## src/verilog/cca_map.svh

```systemverilog
// Purpose: Offsets, field positions, reset values and counts of the capture/compare array
// Assumes: Byte addresses on a 32-bit classic Wishbone bus, one register per word
// Notes:   Definitions only
`ifndef CCA_MAP_SVH
`define CCA_MAP_SVH

`define CCA_NUM_CH      16
`define CCA_TW          16
`define CCA_STAG_DIV    8
// Register byte offsets
`define CCA_OFS_TCTL0   8'h00
`define CCA_OFS_TCTL1   8'h04
`define CCA_OFS_TCNT0   8'h08
`define CCA_OFS_TCNT1   8'h0C
`define CCA_OFS_TREL0   8'h10
`define CCA_OFS_TREL1   8'h14
`define CCA_OFS_GCTL    8'h18
`define CCA_OFS_PINS    8'h1C
`define CCA_OFS_CCTL    8'h40
`define CCA_OFS_CVAL    8'h80
// Timer control fields
`define CCA_TC_PRE_LSB  0
`define CCA_TC_SRC_LSB  3
`define CCA_TC_RUN      5
`define CCA_TC_W        6
// Timer clock sources
`define CCA_SRC_PRESC   2'h0
`define CCA_SRC_COMP    2'h1
`define CCA_SRC_EXT     2'h2
// Channel control fields
`define CCA_CC_FN_LSB   0
`define CCA_CC_MD_LSB   2
`define CCA_CC_TSEL     4
`define CCA_CC_SE       5
`define CCA_CC_DBL      6
`define CCA_CC_W        7
// Global control
`define CCA_GC_STAG     0
// Reset values and counter maximum
`define CCA_RST_TCTL    6'h00
`define CCA_RST_TREL    16'h0000
`define CCA_RST_CCTL    7'h00
`define CCA_CNT_MAX     16'hFFFF

`endif

```

## src/verilog/cca_pkg.sv

```systemverilog
// Purpose: Types of the capture/compare array
// Assumes: Constants come from cca_map.svh
// Notes:   Field codes of the function enum match the channel control layout
package cca_pkg;

    typedef enum logic [1:0] {
        CCA_FN_OFF,
        CCA_FN_CAP,
        CCA_FN_CMP,
        CCA_FN_RSV
    } cca_func_t;

    typedef struct packed {
        logic [6:0]  pre;
        logic [15:0] cnt;
        logic        step;
        logic        ovf;
    } cca_tmr_st_t;

    typedef struct packed {
        logic [1:0][5:0]   tctl;
        logic [1:0][15:0]  trel;
        logic              stag;
        logic [2:0]        stg;
        logic [15:0][6:0]  cctl;
        logic [15:0][15:0] cval;
        logic [15:0]       done;
        logic [15:0]       pin_prev;
        logic              cin_prev;
        logic [15:0]       pin_out;
        logic [15:0]       pin_oe;
        logic [15:0]       req;
        logic              ack;
        logic [31:0]       rdat;
    } cca_top_st_t;

endpackage

```

## src/verilog/cca_tmr_if.sv

```systemverilog
// Purpose: Control and status of one time base between the array and a timer
// Assumes: Single clock domain
// Notes:   ctl side is the array, tmr side the timer
`timescale 1ns/1ps
`default_nettype none
interface cca_tmr_if #(parameter int W = 16);
    logic [2:0]   presc;
    logic         use_ext;
    logic         ext_tick;
    logic         base;
    logic         run;
    logic         load;
    logic [W-1:0] load_val;
    logic [W-1:0] rel;
    logic [W-1:0] cnt;
    logic         step;
    logic         ovf;

    modport ctl (output presc, use_ext, ext_tick, base, run, load, load_val, rel,
                 input cnt, step, ovf);
    modport tmr (input presc, use_ext, ext_tick, base, run, load, load_val, rel,
                 output cnt, step, ovf);
endinterface
`default_nettype wire

```

## src/verilog/cca_timer.sv

```systemverilog
// Purpose: One 16-bit reloading time base with prescaler
// Assumes: rst_i synchronous active high; all controls synchronous to clk_i
// Notes:   step and ovf are one-cycle pulses registered with the new count
`timescale 1ns/1ps
`default_nettype none
`include "cca_map.svh"
module cca_timer (
    // Clock and reset
    input  wire logic  clk_i,
    input  wire logic  rst_i,
    // Array side
    cca_tmr_if.tmr     tif
);
    cca_pkg::cca_tmr_st_t q;
    cca_pkg::cca_tmr_st_t d;
    logic [6:0]           mask;
    logic                 tick;

    always_comb begin
        d      = q;
        d.step = 1'b0;
        d.ovf  = 1'b0;
        tick   = 1'b0;
        mask   = 7'((8'h01 << tif.presc) - 8'h01);
        if (tif.run && tif.base) begin
            d.pre = q.pre + 7'h01;
            if (!tif.use_ext && ((q.pre & mask) == mask)) begin
                tick = 1'b1;
            end
        end
        if (tif.run && tif.use_ext && tif.ext_tick) begin
            tick = 1'b1;
        end
        // Software write beats a count in the same cycle
        if (tif.load) begin
            d.cnt = tif.load_val;
        end else if (tick) begin
            d.step = 1'b1;
            if (q.cnt == `CCA_CNT_MAX) begin
                d.cnt = tif.rel;
                d.ovf = 1'b1;
            end else begin
                d.cnt = q.cnt + 16'h0001;
            end
        end
    end

    always_ff @(posedge clk_i) begin
        if (rst_i) begin
            q <= '0;
        end else begin
            q <= d;
        end
    end

    assign tif.cnt  = q.cnt;
    assign tif.step = q.step;
    assign tif.ovf  = q.ovf;
endmodule // cca_timer
`default_nettype wire

```

## src/verilog/cca_top.sv

```systemverilog
// Purpose: Sixteen-channel capture/compare array on two time bases, Wishbone slave
// Assumes: clk_i 25 MHz; rst_i synchronous active high; pins synchronous to clk_i
// Notes:   Register access answers one cycle after the request, every address acked
//
// What this block does
// - Sixteen channels, one cycle or eight staggered
// - Two 16-bit timers with reload registers
// - Timer clock: prescaler or companion overflow
// - First timer may count external input
// - Each channel picks timer and capture/compare
// - One pin per channel, input or output
// - Mode zero: interrupt only, every match
// - Mode one: pin toggles every match
// - Mode two: one interrupt per period
// - Mode three: set on match, clear on overflow
// - Double register: two channels toggle one pin
// - Single event option stops after first match
// - Capture copies assigned timer into channel
// - Capture raises the channel's request
// - Capture edge: rising, falling or both
// - Compare on every count, act on equality
//
// The Wishbone interface to the registers and the address map were decided locally.
`timescale 1ns/1ps
`default_nettype none
`include "cca_map.svh"
module cca_top #(
    parameter int NCH = `CCA_NUM_CH
) (
    // Clock and reset
    input  wire logic        clk_i,
    input  wire logic        rst_i,
    // Wishbone slave
    input  wire logic        wb_cyc_i,
    input  wire logic        wb_stb_i,
    input  wire logic        wb_we_i,
    input  wire logic [7:0]  wb_adr_i,
    input  wire logic [3:0]  wb_sel_i,
    input  wire logic [31:0] wb_dat_i,
    output logic             wb_ack_o,
    output logic [31:0]      wb_dat_o,
    // Time base inputs
    input  wire logic        companion_timer_ovf_i,
    input  wire logic        count_i,
    // Channel pins and requests
    input  wire logic [15:0] pin_i,
    output logic [15:0]      pin_o,
    output logic [15:0]      pin_oe_o,
    output logic [15:0]      req_o
);
    cca_pkg::cca_top_st_t q;
    cca_pkg::cca_top_st_t d;
    cca_tmr_if #(.W(`CCA_TW)) tif [2] ();

    logic [1:0][15:0] tcnt;
    logic [1:0]       tstep;
    logic [1:0]       tovf;
    logic [1:0]       ext_tick;
    logic [1:0]       tload;
    logic             acc;
    logic             wr;
    logic [15:0]      cap_hit;
    logic [15:0]      cmp_hit;
    logic [15:0]      pin_evt;
    logic [1:0][31:0] load_m;

    function automatic logic [31:0] merge(input logic [31:0] old, input logic [31:0] nw,
                                          input logic [3:0] sel);
        logic [31:0] r;
        r = old;
        for (int b = 0; b < 4; b++) begin
            if (sel[b]) begin
                r[b*8 +: 8] = nw[b*8 +: 8];
            end
        end
        return r;
    endfunction

    function automatic logic [1:0] fld2(input logic [6:0] c, input int lsb);
        return c[lsb +: 2];
    endfunction

    assign acc = wb_cyc_i && wb_stb_i && !q.ack;
    // Writes land at the edge where the master sees ack
    assign wr  = wb_cyc_i && wb_stb_i && wb_we_i && q.ack;
    assign tload[0] = wr && (wb_adr_i == `CCA_OFS_TCNT0);
    assign tload[1] = wr && (wb_adr_i == `CCA_OFS_TCNT1);
    // First timer counts rising edges of the count input
    assign ext_tick[0] = (q.tctl[0][`CCA_TC_SRC_LSB +: 2] == `CCA_SRC_EXT)
                         ? (count_i && !q.cin_prev) : companion_timer_ovf_i;
    assign ext_tick[1] = (q.tctl[1][`CCA_TC_SRC_LSB +: 2] == `CCA_SRC_COMP)
                         && companion_timer_ovf_i;

    for (genvar t = 0; t < 2; t++) begin : g_tmr
        assign tif[t].presc    = q.tctl[t][`CCA_TC_PRE_LSB +: 3];
        assign tif[t].use_ext  = q.tctl[t][`CCA_TC_SRC_LSB +: 2] != `CCA_SRC_PRESC;
        assign tif[t].ext_tick = ext_tick[t];
        // Staggered operation coarsens the prescaler clock of both time bases to eight cycles
        assign tif[t].base     = !q.stag || (q.stg == 3'(`CCA_STAG_DIV - 1));
        assign tif[t].run      = q.tctl[t][`CCA_TC_RUN];
        assign tif[t].load     = tload[t];
        assign load_m[t]       = merge({16'h0000, tif[t].cnt}, wb_dat_i, wb_sel_i);
        assign tif[t].load_val = load_m[t][15:0];
        assign tif[t].rel      = q.trel[t];
        assign tcnt[t]  = tif[t].cnt;
        assign tstep[t] = tif[t].step;
        assign tovf[t]  = tif[t].ovf;
        cca_timer u_tmr (
            .clk_i (clk_i),
            .rst_i (rst_i),
            .tif   (tif[t])
        );
    end

    always_comb begin
        logic [1:0]  fn;
        logic [1:0]  md;
        logic        ts;
        logic        own;
        logic [31:0] rd;
        fn         = 2'h0;
        md         = 2'h0;
        ts         = 1'b0;
        own        = 1'b0;
        rd         = 32'h0000_0000;
        d          = q;
        d.req      = '0;
        d.pin_prev = pin_i;
        d.cin_prev = count_i;
        d.stg      = q.stg + 3'h1;
        cap_hit    = '0;
        cmp_hit    = '0;
        pin_evt    = '0;
        for (int n = 0; n < NCH; n++) begin
            fn = fld2(q.cctl[n], `CCA_CC_FN_LSB);
            md = fld2(q.cctl[n], `CCA_CC_MD_LSB);
            ts = q.cctl[n][`CCA_CC_TSEL];
            if (fn == 2'(cca_pkg::CCA_FN_CAP)) begin
                cap_hit[n] = (md[0] && pin_i[n] && !q.pin_prev[n])
                          || (md[1] && !pin_i[n] && q.pin_prev[n]);
                if (cap_hit[n]) begin
                    d.cval[n] = tcnt[ts];
                    d.req[n]  = 1'b1;
                end
            end else if (fn == 2'(cca_pkg::CCA_FN_CMP)) begin
                // New period re-arms the once-per-period modes
                if (tovf[ts]) begin
                    d.done[n] = 1'b0;
                    if (md == 2'h3) begin
                        d.pin_out[n] = 1'b0;
                    end
                end
                cmp_hit[n] = tstep[ts] && (q.cval[n] == tcnt[ts])
                          && !(md[1] && q.done[n] && !tovf[ts]);
                if (cmp_hit[n]) begin
                    d.req[n] = 1'b1;
                    if (md[1]) begin
                        d.done[n] = 1'b1;
                    end
                    if (md == 2'h3) begin
                        d.pin_out[n] = 1'b1;
                    end
                    if (q.cctl[n][`CCA_CC_SE]) begin
                        d.cctl[n][`CCA_CC_FN_LSB +: 2] = 2'(cca_pkg::CCA_FN_OFF);
                    end
                end
            end
        end
        // Partner n+8 steers pin n, so its own pin is released
        for (int n = 0; n < NCH; n++) begin
            own = (n < NCH / 2) && q.cctl[n][`CCA_CC_DBL];
            md  = fld2(q.cctl[n], `CCA_CC_MD_LSB);
            pin_evt[n] = cmp_hit[n] && (md == 2'h1 || own);
            if (own) begin
                pin_evt[n] = pin_evt[n] || cmp_hit[n + NCH / 2];
            end
            if (pin_evt[n]) begin
                d.pin_out[n] = !q.pin_out[n];
            end
            d.pin_oe[n] = (fld2(q.cctl[n], `CCA_CC_FN_LSB) == 2'(cca_pkg::CCA_FN_CMP))
                          && (md[0] || own);
            if (n >= NCH / 2 && q.cctl[n - NCH / 2][`CCA_CC_DBL]) begin
                d.pin_oe[n] = 1'b0;
            end
        end
        // Bus access, answered one cycle after the request
        d.ack = acc;
        if (acc || wr) begin
            unique case (wb_adr_i)
                `CCA_OFS_TCTL0: rd = {26'h0, q.tctl[0]};
                `CCA_OFS_TCTL1: rd = {26'h0, q.tctl[1]};
                `CCA_OFS_TCNT0: rd = {16'h0, tcnt[0]};
                `CCA_OFS_TCNT1: rd = {16'h0, tcnt[1]};
                `CCA_OFS_TREL0: rd = {16'h0, q.trel[0]};
                `CCA_OFS_TREL1: rd = {16'h0, q.trel[1]};
                `CCA_OFS_GCTL:  rd = {31'h0, q.stag};
                `CCA_OFS_PINS:  rd = {q.pin_out, pin_i};
                default: begin
                    if (wb_adr_i[7:6] == 2'h1) begin
                        rd = {25'h0, q.cctl[wb_adr_i[5:2]]};
                    end else if (wb_adr_i[7:6] == 2'h2) begin
                        rd = {16'h0, q.cval[wb_adr_i[5:2]]};
                    end
                end
            endcase
            if (acc) begin
                d.rdat = rd;
            end
            if (wr) begin
                rd = merge(rd, wb_dat_i, wb_sel_i);
                unique case (wb_adr_i)
                    `CCA_OFS_TCTL0: d.tctl[0] = rd[5:0];
                    `CCA_OFS_TCTL1: d.tctl[1] = rd[5:0];
                    `CCA_OFS_TREL0: d.trel[0] = rd[15:0];
                    `CCA_OFS_TREL1: d.trel[1] = rd[15:0];
                    `CCA_OFS_GCTL:  d.stag    = rd[`CCA_GC_STAG];
                    default: begin
                        if (wb_adr_i[7:6] == 2'h1) begin
                            d.cctl[wb_adr_i[5:2]] = rd[6:0];
                            d.done[wb_adr_i[5:2]] = 1'b0;
                        end else if (wb_adr_i[7:6] == 2'h2) begin
                            d.cval[wb_adr_i[5:2]] = rd[15:0];
                        end
                    end
                endcase
            end
        end
    end

    always_ff @(posedge clk_i) begin
        if (rst_i) begin
            q <= '0;
        end else begin
            q <= d;
        end
    end

    assign wb_ack_o = q.ack;
    assign wb_dat_o = q.rdat;
    assign pin_o    = q.pin_out;
    assign pin_oe_o = q.pin_oe;
    assign req_o    = q.req;

    for (genvar n = 0; n < 16; n++) begin : g_chk

    end
endmodule // cca_top
`default_nettype wire
```

## config.mk

```make
export PLATFORM = sky130hd
export DESIGN_NAME = cca_top
export DESIGN_NICKNAME = d
export VERILOG_FILES = /design/src/verilog/cca_pkg.sv /design/src/verilog/cca_tmr_if.sv /design/src/verilog/cca_timer.sv /design/src/verilog/cca_top.sv
export VERILOG_INCLUDE_DIRS = /design/src /design/src/verilog
export SDC_FILE = /design/constraint.sdc
export NUM_CORES = 2
export LEC_CHECK = 0
export BUFFER_PORTS_ARGS = -buffer_cell sky130_fd_sc_hd__buf_2
export CAP_MARGIN = 10
export CORE_MARGIN = 4
export CORE_UTILIZATION = 55
export CTS_BUF_LIST = sky130_fd_sc_hd__clkbuf_8
export DETAILED_ROUTE_END_ITERATION = 6
export MAX_ROUTING_LAYER = met4
export PLACE_DENSITY = 0.72
export SKIP_LAST_GASP = 1
export SYNTH_ARGS = -nofsm -noshare
export SYNTH_HDL_FRONTEND = slang
export SYNTH_HIERARCHICAL = 1
export SYNTH_SLANG_ARGS = --single-unit
```

## constraint.sdc

```tcl
create_clock -name clk_i -period 7.7 [get_ports clk_i]
set_input_delay 0 -clock clk_i [delete_from_list [all_inputs] [get_ports clk_i]]
set_output_delay 0 -clock clk_i [all_outputs]
set_load 0.005 [all_outputs]
```

# Word level (Yosys, flattened, before mapping)
# Index checks and enable logic that the tools add are counted.
[classes]
n_bitwise = 7
magnitude_cmp = 18
mux = 533
shifts = 2
add_sub_neg = 7
div = 0
n_eq_ne = 116
n_reduce_logical = 365
mul = 0
[ops]
columns = ["cell", "n"]
rows = [
  ["2-to-1 mux 16 bit", 73],
  ["2-to-1 mux 379 bit", 3],
  ["2-to-1 mux 256 bit", 2],
  ["2-to-1 mux 1 bit", 370],
  ["bitwise mux 256 bit", 1],
  ["equality test 16 bit", 16],
  ["one-hot mux 32 bit (8 select lines)", 1],
  ["logical AND 1 bit", 177],
  ["2-to-1 mux 2 bit", 64],
  ["bitwise mux 112 bit", 1],
  ["2-to-1 mux 107 bit", 1],
  ["logical NOT 1 bit", 85],
  ["equality test 2 x 1 -> 1 bit, second input constant", 34],
  ["equality test 2 bit, second input constant", 34],
  ["binary-select mux 16 bit (select 4 bit)", 1],
  ["demux 16 bit (select 4 bit)", 1],
  ["2-to-1 mux 8 bit", 8],
  ["logical OR 1 bit", 42],
  ["AND reduction 2 bit", 21],
  ["inequality test 2 bit, second input constant", 20],
  ["nonzero test 2 bit", 20],
  ["2-to-1 mux 18 bit", 2],
  ["adder 16 x 1 -> 16 bit, second input constant", 2],
  ["equality test 16 bit, second input constant", 2],
  ["26 further kinds", 67],
]
[totals]
n_memories = 0
mem_bits_rw = 0
mem_bits_ro = 0
regBits = 580
out_inout_bits = 81
latch_bits = 0
word_cells = 1143

# Longest topological paths before layout
[depth]
ltp_word = 14
mapped_depth = 15

# Cells and area by module
# The synthesis kept the hierarchy.
[by_module_without_submodules]
columns = ["mod", "n_inst", "cells_each", "area_per_inst_um2", "seq_area_each_um2"]
rows = [
  ["cca_top", 1, 3947, 32996.6, 10610.2],
  ["cca_timer", 2, 239, 1845.5, 500.5],
]

# Worst setup path before layout
# No wires, ideal clock.
[synth_path]
kind = "register -> register"
start = "reg q[465] (netlist bit)"
end = "reg q, in the netlist pin_o[13]"
setup_slack_ps = 5034
period_less_slack_ps = 2666
n_path_buf = 2
t_arrival_ps = 2534
setup_ps = 132
path_stages_with_launch = 10
path_cell_list = "dfxtp_1 buf_2 buf_1 mux2i_1 xnor2_1 or4_1 nor4_1 nand4b_1 a21oi_1 nor3_1"
[synth_via]
elab_chain_cells = 11
word_cells_on_any_way = 24
cone_classes = "2 x eq/ne; 14 x mux; 8 x reduce/logical"
[synth_lines]
columns = ["item", "line", "rtl"]
rows = [
  ["start: declaration", "cca_top.sv:51", "cca_pkg::cca_top_st_t q;"],
  ["start signal: assignment", "cca_top.sv:232", "q <= '0;"],
  ["start signal: assignment", "cca_top.sv:234", "q <= d;"],
  ["branches (longest 11 deep; another with 2-to-1 mux 16 bit)", "-", ""],
]
# Parallel ways; which one is timed is not known. The select of a mux whose other input is x is not followed.
# A chain may end at the register's enable or synchronous reset.

# Worst setup path in the final report
[layout_path]
start = "reg g_tmr[1].u_tmr.q, in the netlist g_tmr[1].u_tmr/tif.cnt[11]"
end = "reg q, in the netlist pin_o[7]"
[layout_via]
elab_chain_cells = 12
word_cells_on_any_way = 24
cone_classes = "3 x eq/ne; 13 x mux; 8 x reduce/logical"
[layout_lines]
columns = ["item", "line", "rtl"]
rows = [
  ["start: declaration", "cca_timer.sv:14", "cca_pkg::cca_tmr_st_t q;"],
  ["start signal: assignment", "cca_timer.sv:50", "q <= '0;"],
  ["start signal: assignment", "cca_timer.sv:52", "q <= d;"],
  ["2-to-1 mux 16 bit (implied by the code) (2 in series)", "cca_top.sv:153", "cmp_hit[n] = tstep[ts] && (q.cval[n] == tcnt[ts])"],
  ["equality test 16 bit", "cca_top.sv:153", ""],
  ["logical AND 1 bit", "cca_top.sv:153", ""],
  ["logical AND 1 bit", "cca_top.sv:154", "&& !(md[1] && q.done[n] && !tovf[ts]);"],
  ["2-to-1 mux 1 bit", "cca_top.sv:145", "end else if (fn == 2'(cca_pkg::CCA_FN_CMP)) begin"],
  ["2-to-1 mux 1 bit", "cca_top.sv:138", "if (fn == 2'(cca_pkg::CCA_FN_CAP)) begin"],
  ["logical AND 1 bit", "cca_top.sv:173", "pin_evt[n] = cmp_hit[n] && (md == 2'h1 || own);"],
  ["logical OR 1 bit", "cca_top.sv:175", "pin_evt[n] = pin_evt[n] || cmp_hit[n + NCH / 2];"],
  ["2-to-1 mux 1 bit", "cca_top.sv:174", "if (own) begin"],
  ["inequality test 2 bit (no line) / nonzero test 2 bit (equally long branches)", "-", ""],
  ["AND reduction 2 bit (no line)", "-", ""],
]
# Parallel ways exist; a longest one is shown, timed or not. The select of a mux whose other input is x is not followed.

==> impl_metrics.env <==
export IMPL_crit_fanout=15
export IMPL_cts_htree_levels=3
export IMPL_postCtsResizedCells=0
export IMPL_antenna_found_initial=8
export IMPL_postSynthAreaPerCell_um2=8.29
export IMPL_synth_seq_cells=580
export IMPL_dp_cells=5059
export IMPL_rows=94
export IMPL_synth_cell_types=98
export IMPL_avgRoutedWirePerCell_um=28.1
export IMPL_tightest_slew_ns=1.32
export IMPL_finalCriticalPeriod_ns=4.38
export IMPL_hold_slack_ns=0.0955
export IMPL_post_cts_buffers=0
export IMPL_antenna_left=0
export IMPL_area_growth_pct=7.07
export IMPL_cts_root_buf="clkbuf_8"
export IMPL_grt_pass1_wl_mm=214
export IMPL_relSlewSlack_pct=12.0
export IMPL_cts_reportedPaths_clkPinSlew_ns=0.06
export IMPL_die_area_um2=70900
export IMPL_fin_crit_sh_pct=56.9
export IMPL_mostFrequentLayoutCells="dfxtp_1 (579), nand2_1 (576), nor2_1 (418)"
export IMPL_fmax_ghz=0.228
export IMPL_p_int_mw=4.66
export IMPL_grt_use_total_pct=41.4
export IMPL_worstSetupStartpointType="register"
export IMPL_io_pin_count=148
export IMPL_coreArea_um2=66000
export IMPL_placed_area_um2=36800
export IMPL_synthTopCellsByArea="dfxtp_1 (32%), mux2i_1 (7.7%), mux4_2 (6.5%), nand2_1 (5.9%), xnor2_1 (5.3%)"
export IMPL_switching_share_pct=26.4
export IMPL_drt_first_pass_iters=7
export IMPL_via_per_inst=6.77
export IMPL_synth_largest_area_cell="dfxtp_1"
export IMPL_drive_above_1_share_pct=13.3
export IMPL_ys_seq_area_share_pct=31.6
export IMPL_syn_num_nets=4500
export IMPL_drtIter0Drc=5649
export IMPL_worstHoldPathType="in2reg"
export IMPL_cts_buffers=101
export IMPL_fin_cells=5284
export IMPL_die_w_um=266
export IMPL_vias=35780
export IMPL_drv_slew=0
export IMPL_skew_ns=0.0462
export IMPL_cts_sinks=580
export IMPL_start_util_pct=55.6
export IMPL_synth_main_ff_cell="dfxtp_1"
export IMPL_path_class="reg2reg"
export IMPL_layout_nets=4413
export IMPL_cts_path_max_buffers=3
export IMPL_fin_area_um2=39300
export IMPL_grt_pass1_vias=32479
export IMPL_status="finished, violations left"
export IMPL_fillers=5946
export IMPL_die_h_um=266
export IMPL_grt_max_degree=87
export IMPL_power_switching_mw=1.67
export IMPL_tns_ns=0
export IMPL_setup_violations=0
export IMPL_cts_tree="built"
export IMPL_io_buffers=129
export IMPL_arrival_ns=5.01
export IMPL_crit_required_ns=8.34
export IMPL_peakVddDrop_uv=132
export IMPL_endpoint_kind="register"
export IMPL_drv_cap=0
export IMPL_setup_slack_ns=3.32
export IMPL_p_per_area_nw_per_um2=161
export IMPL_drc=13
export IMPL_holdBufCountCts=40
export IMPL_netlist_area_um2=36700
export IMPL_grt_setup_unrepaired="no"
export IMPL_hold_viol=0
export IMPL_p_clk_share_pct=46.6
export IMPL_synth_cells=4425
export IMPL_dp_slack_ns=3.34
export IMPL_combinationalPowerShare_pct=5.8
export IMPL_violations="design-rule violations"
export IMPL_hpwl_mm=101
export IMPL_final_common_cell="dfxtp_1"
export IMPL_synth_top_area_share_pct=31.6
export IMPL_synth_edf_count=0
export IMPL_yosysWarningCount=6
export IMPL_overflow=0
export IMPL_gp_congestion=1.05
export IMPL_clk_latency_ns=0.76
export IMPL_p_leak_nw=12.6
export IMPL_finalWirelength_mm=148
export IMPL_seq_power_share_pct=47.7
export IMPL_synthArstFlopShare_pct=0
[power groups by stage]
stage	logic (mW)	clock network [mW]	registers (mW)
floorplan	0.223	0	3.08
CTS	0.348	2.95	3.02
global route	0.373	3.08	3.02
detailed placement	0.331	0	3.09
global placement	0.330	0	3.09
finish	0.365	2.95	3.02
[critical path, cell delays in order (launching register included)]
cell	delay, ns
dfxtp_1	1.05
buf_4	0.38
mux2i_1	0.14
xnor2_1	0.16
a2111oi_0	1.03
nand3_1	0.50
nor4_1	0.54
or3_1	0.18
a21oi_1	0.06
a311oi_1	0.22
[path summary, 6_finish.rpt]
kind / start / endpoint / slack [ns] / cells after the start
setup / recovery: g_tmr[1].u_tmr/tif.cnt[11] / pin_o[7] / 3.32 / 9
hold / removal: wb_sel_i[1] / g_tmr[1].u_tmr/tif.cnt[15] / 0.1 / 3
setup reg to reg: g_tmr[1].u_tmr/tif.cnt[11] / pin_o[7] / 3.32 / 9
hold reg to reg: q[482] / q[482] / 0.43 / 1
[Yosys cell counts (13+ instances only)]
cell type,number
a2111oi_0,14
a211oi_1,129
a21oi_1,288
a22oi_1,13
a31oi_1,24
a32o_1,16
and2_1,17
and3_1,16
buf_1,35
buf_2,53
buf_4,134
buf_6,20
clkbuf_1,222
dfxtp_1,580
inv_1,87
mux2i_1,281
mux4_2,106
nand2_1,576
nand2b_1,44
nand3_1,127
nand3b_1,39
nand4_1,24
nor2_1,419
nor2b_1,29
nor3_1,58
nor3b_1,15
nor4_1,70
o211ai_1,109
o21ai_0,239
o21ai_1,24
o22ai_1,66
o31ai_1,26
xnor2_1,223
xor2_1,52
[metrics by stage]
step / power (mW) / util, %
3_3_place_gp: 3.42 / 55.8
4_1_cts: 6.32 / 59.5
2_1_floorplan: 3.31 / -
3_5_place_dp: 3.42 / 55.8
5_1_grt: 6.47 / 59.5
6_report: 6.34 / 59.5
[sequential cells by signal, summed over array words and instances, names as in the netlist]
register	cells
g_tmr.u_tmr/q	14
g_tmr.u_tmr/tif.cnt	32
g_tmr.u_tmr/tif.ovf	2
g_tmr.u_tmr/tif.step	2
pin_o	16
pin_oe_o	16
q	417
req_o	16
tif.rel	32
wb_ack_o	1
wb_dat_o	32
[cell type report]
cell class | count | area, µm² | share of cell area [%]
antenna | 7 | 17.5 | 0.0446
clock inverter | 54 | 332 | 0.844
clock buffer | 124 | 1710 | 4.34
timing repair buffer | 279 | 1890 | 4.81
sequential | 580 | 11600 | 29.6
multi-input combinational | 3285 | 22300 | 56.8
inverter | 91 | 342 | 0.870
tap | 864 | 1080 | 2.75
[kinds of logic (layout without fill, tap and decap cells)]
logic type | after synthesis | after routing | share of synthesized area (%)
other | 0 | 7 | 0
buffers and inverters | 560 | 548 | 7.84
XOR/XNOR | 275 | 275 | 6.57
AND/OR/NAND/NOR | 1510 | 1510 | 19.0
AO/OA/AOI/OAI | 1071 | 1071 | 18.6
adder cells (fa/ha/maj) | 8 | 8 | 0.273
flip-flops | 580 | 580 | 31.6
multiplexers | 421 | 421 | 16.1
[layer usage]
metal  vias to the layer above  GRT usage [%]  wire [µm]
met4                         0           25.4      11300
met1                     16851           53.2      54900
met5                         -              -          0
met2                      2718           56.8      60000
met3                       565           13.0      22200
li1                      15646              -          -
Note: power is estimated with default switching activity, not from simulation.
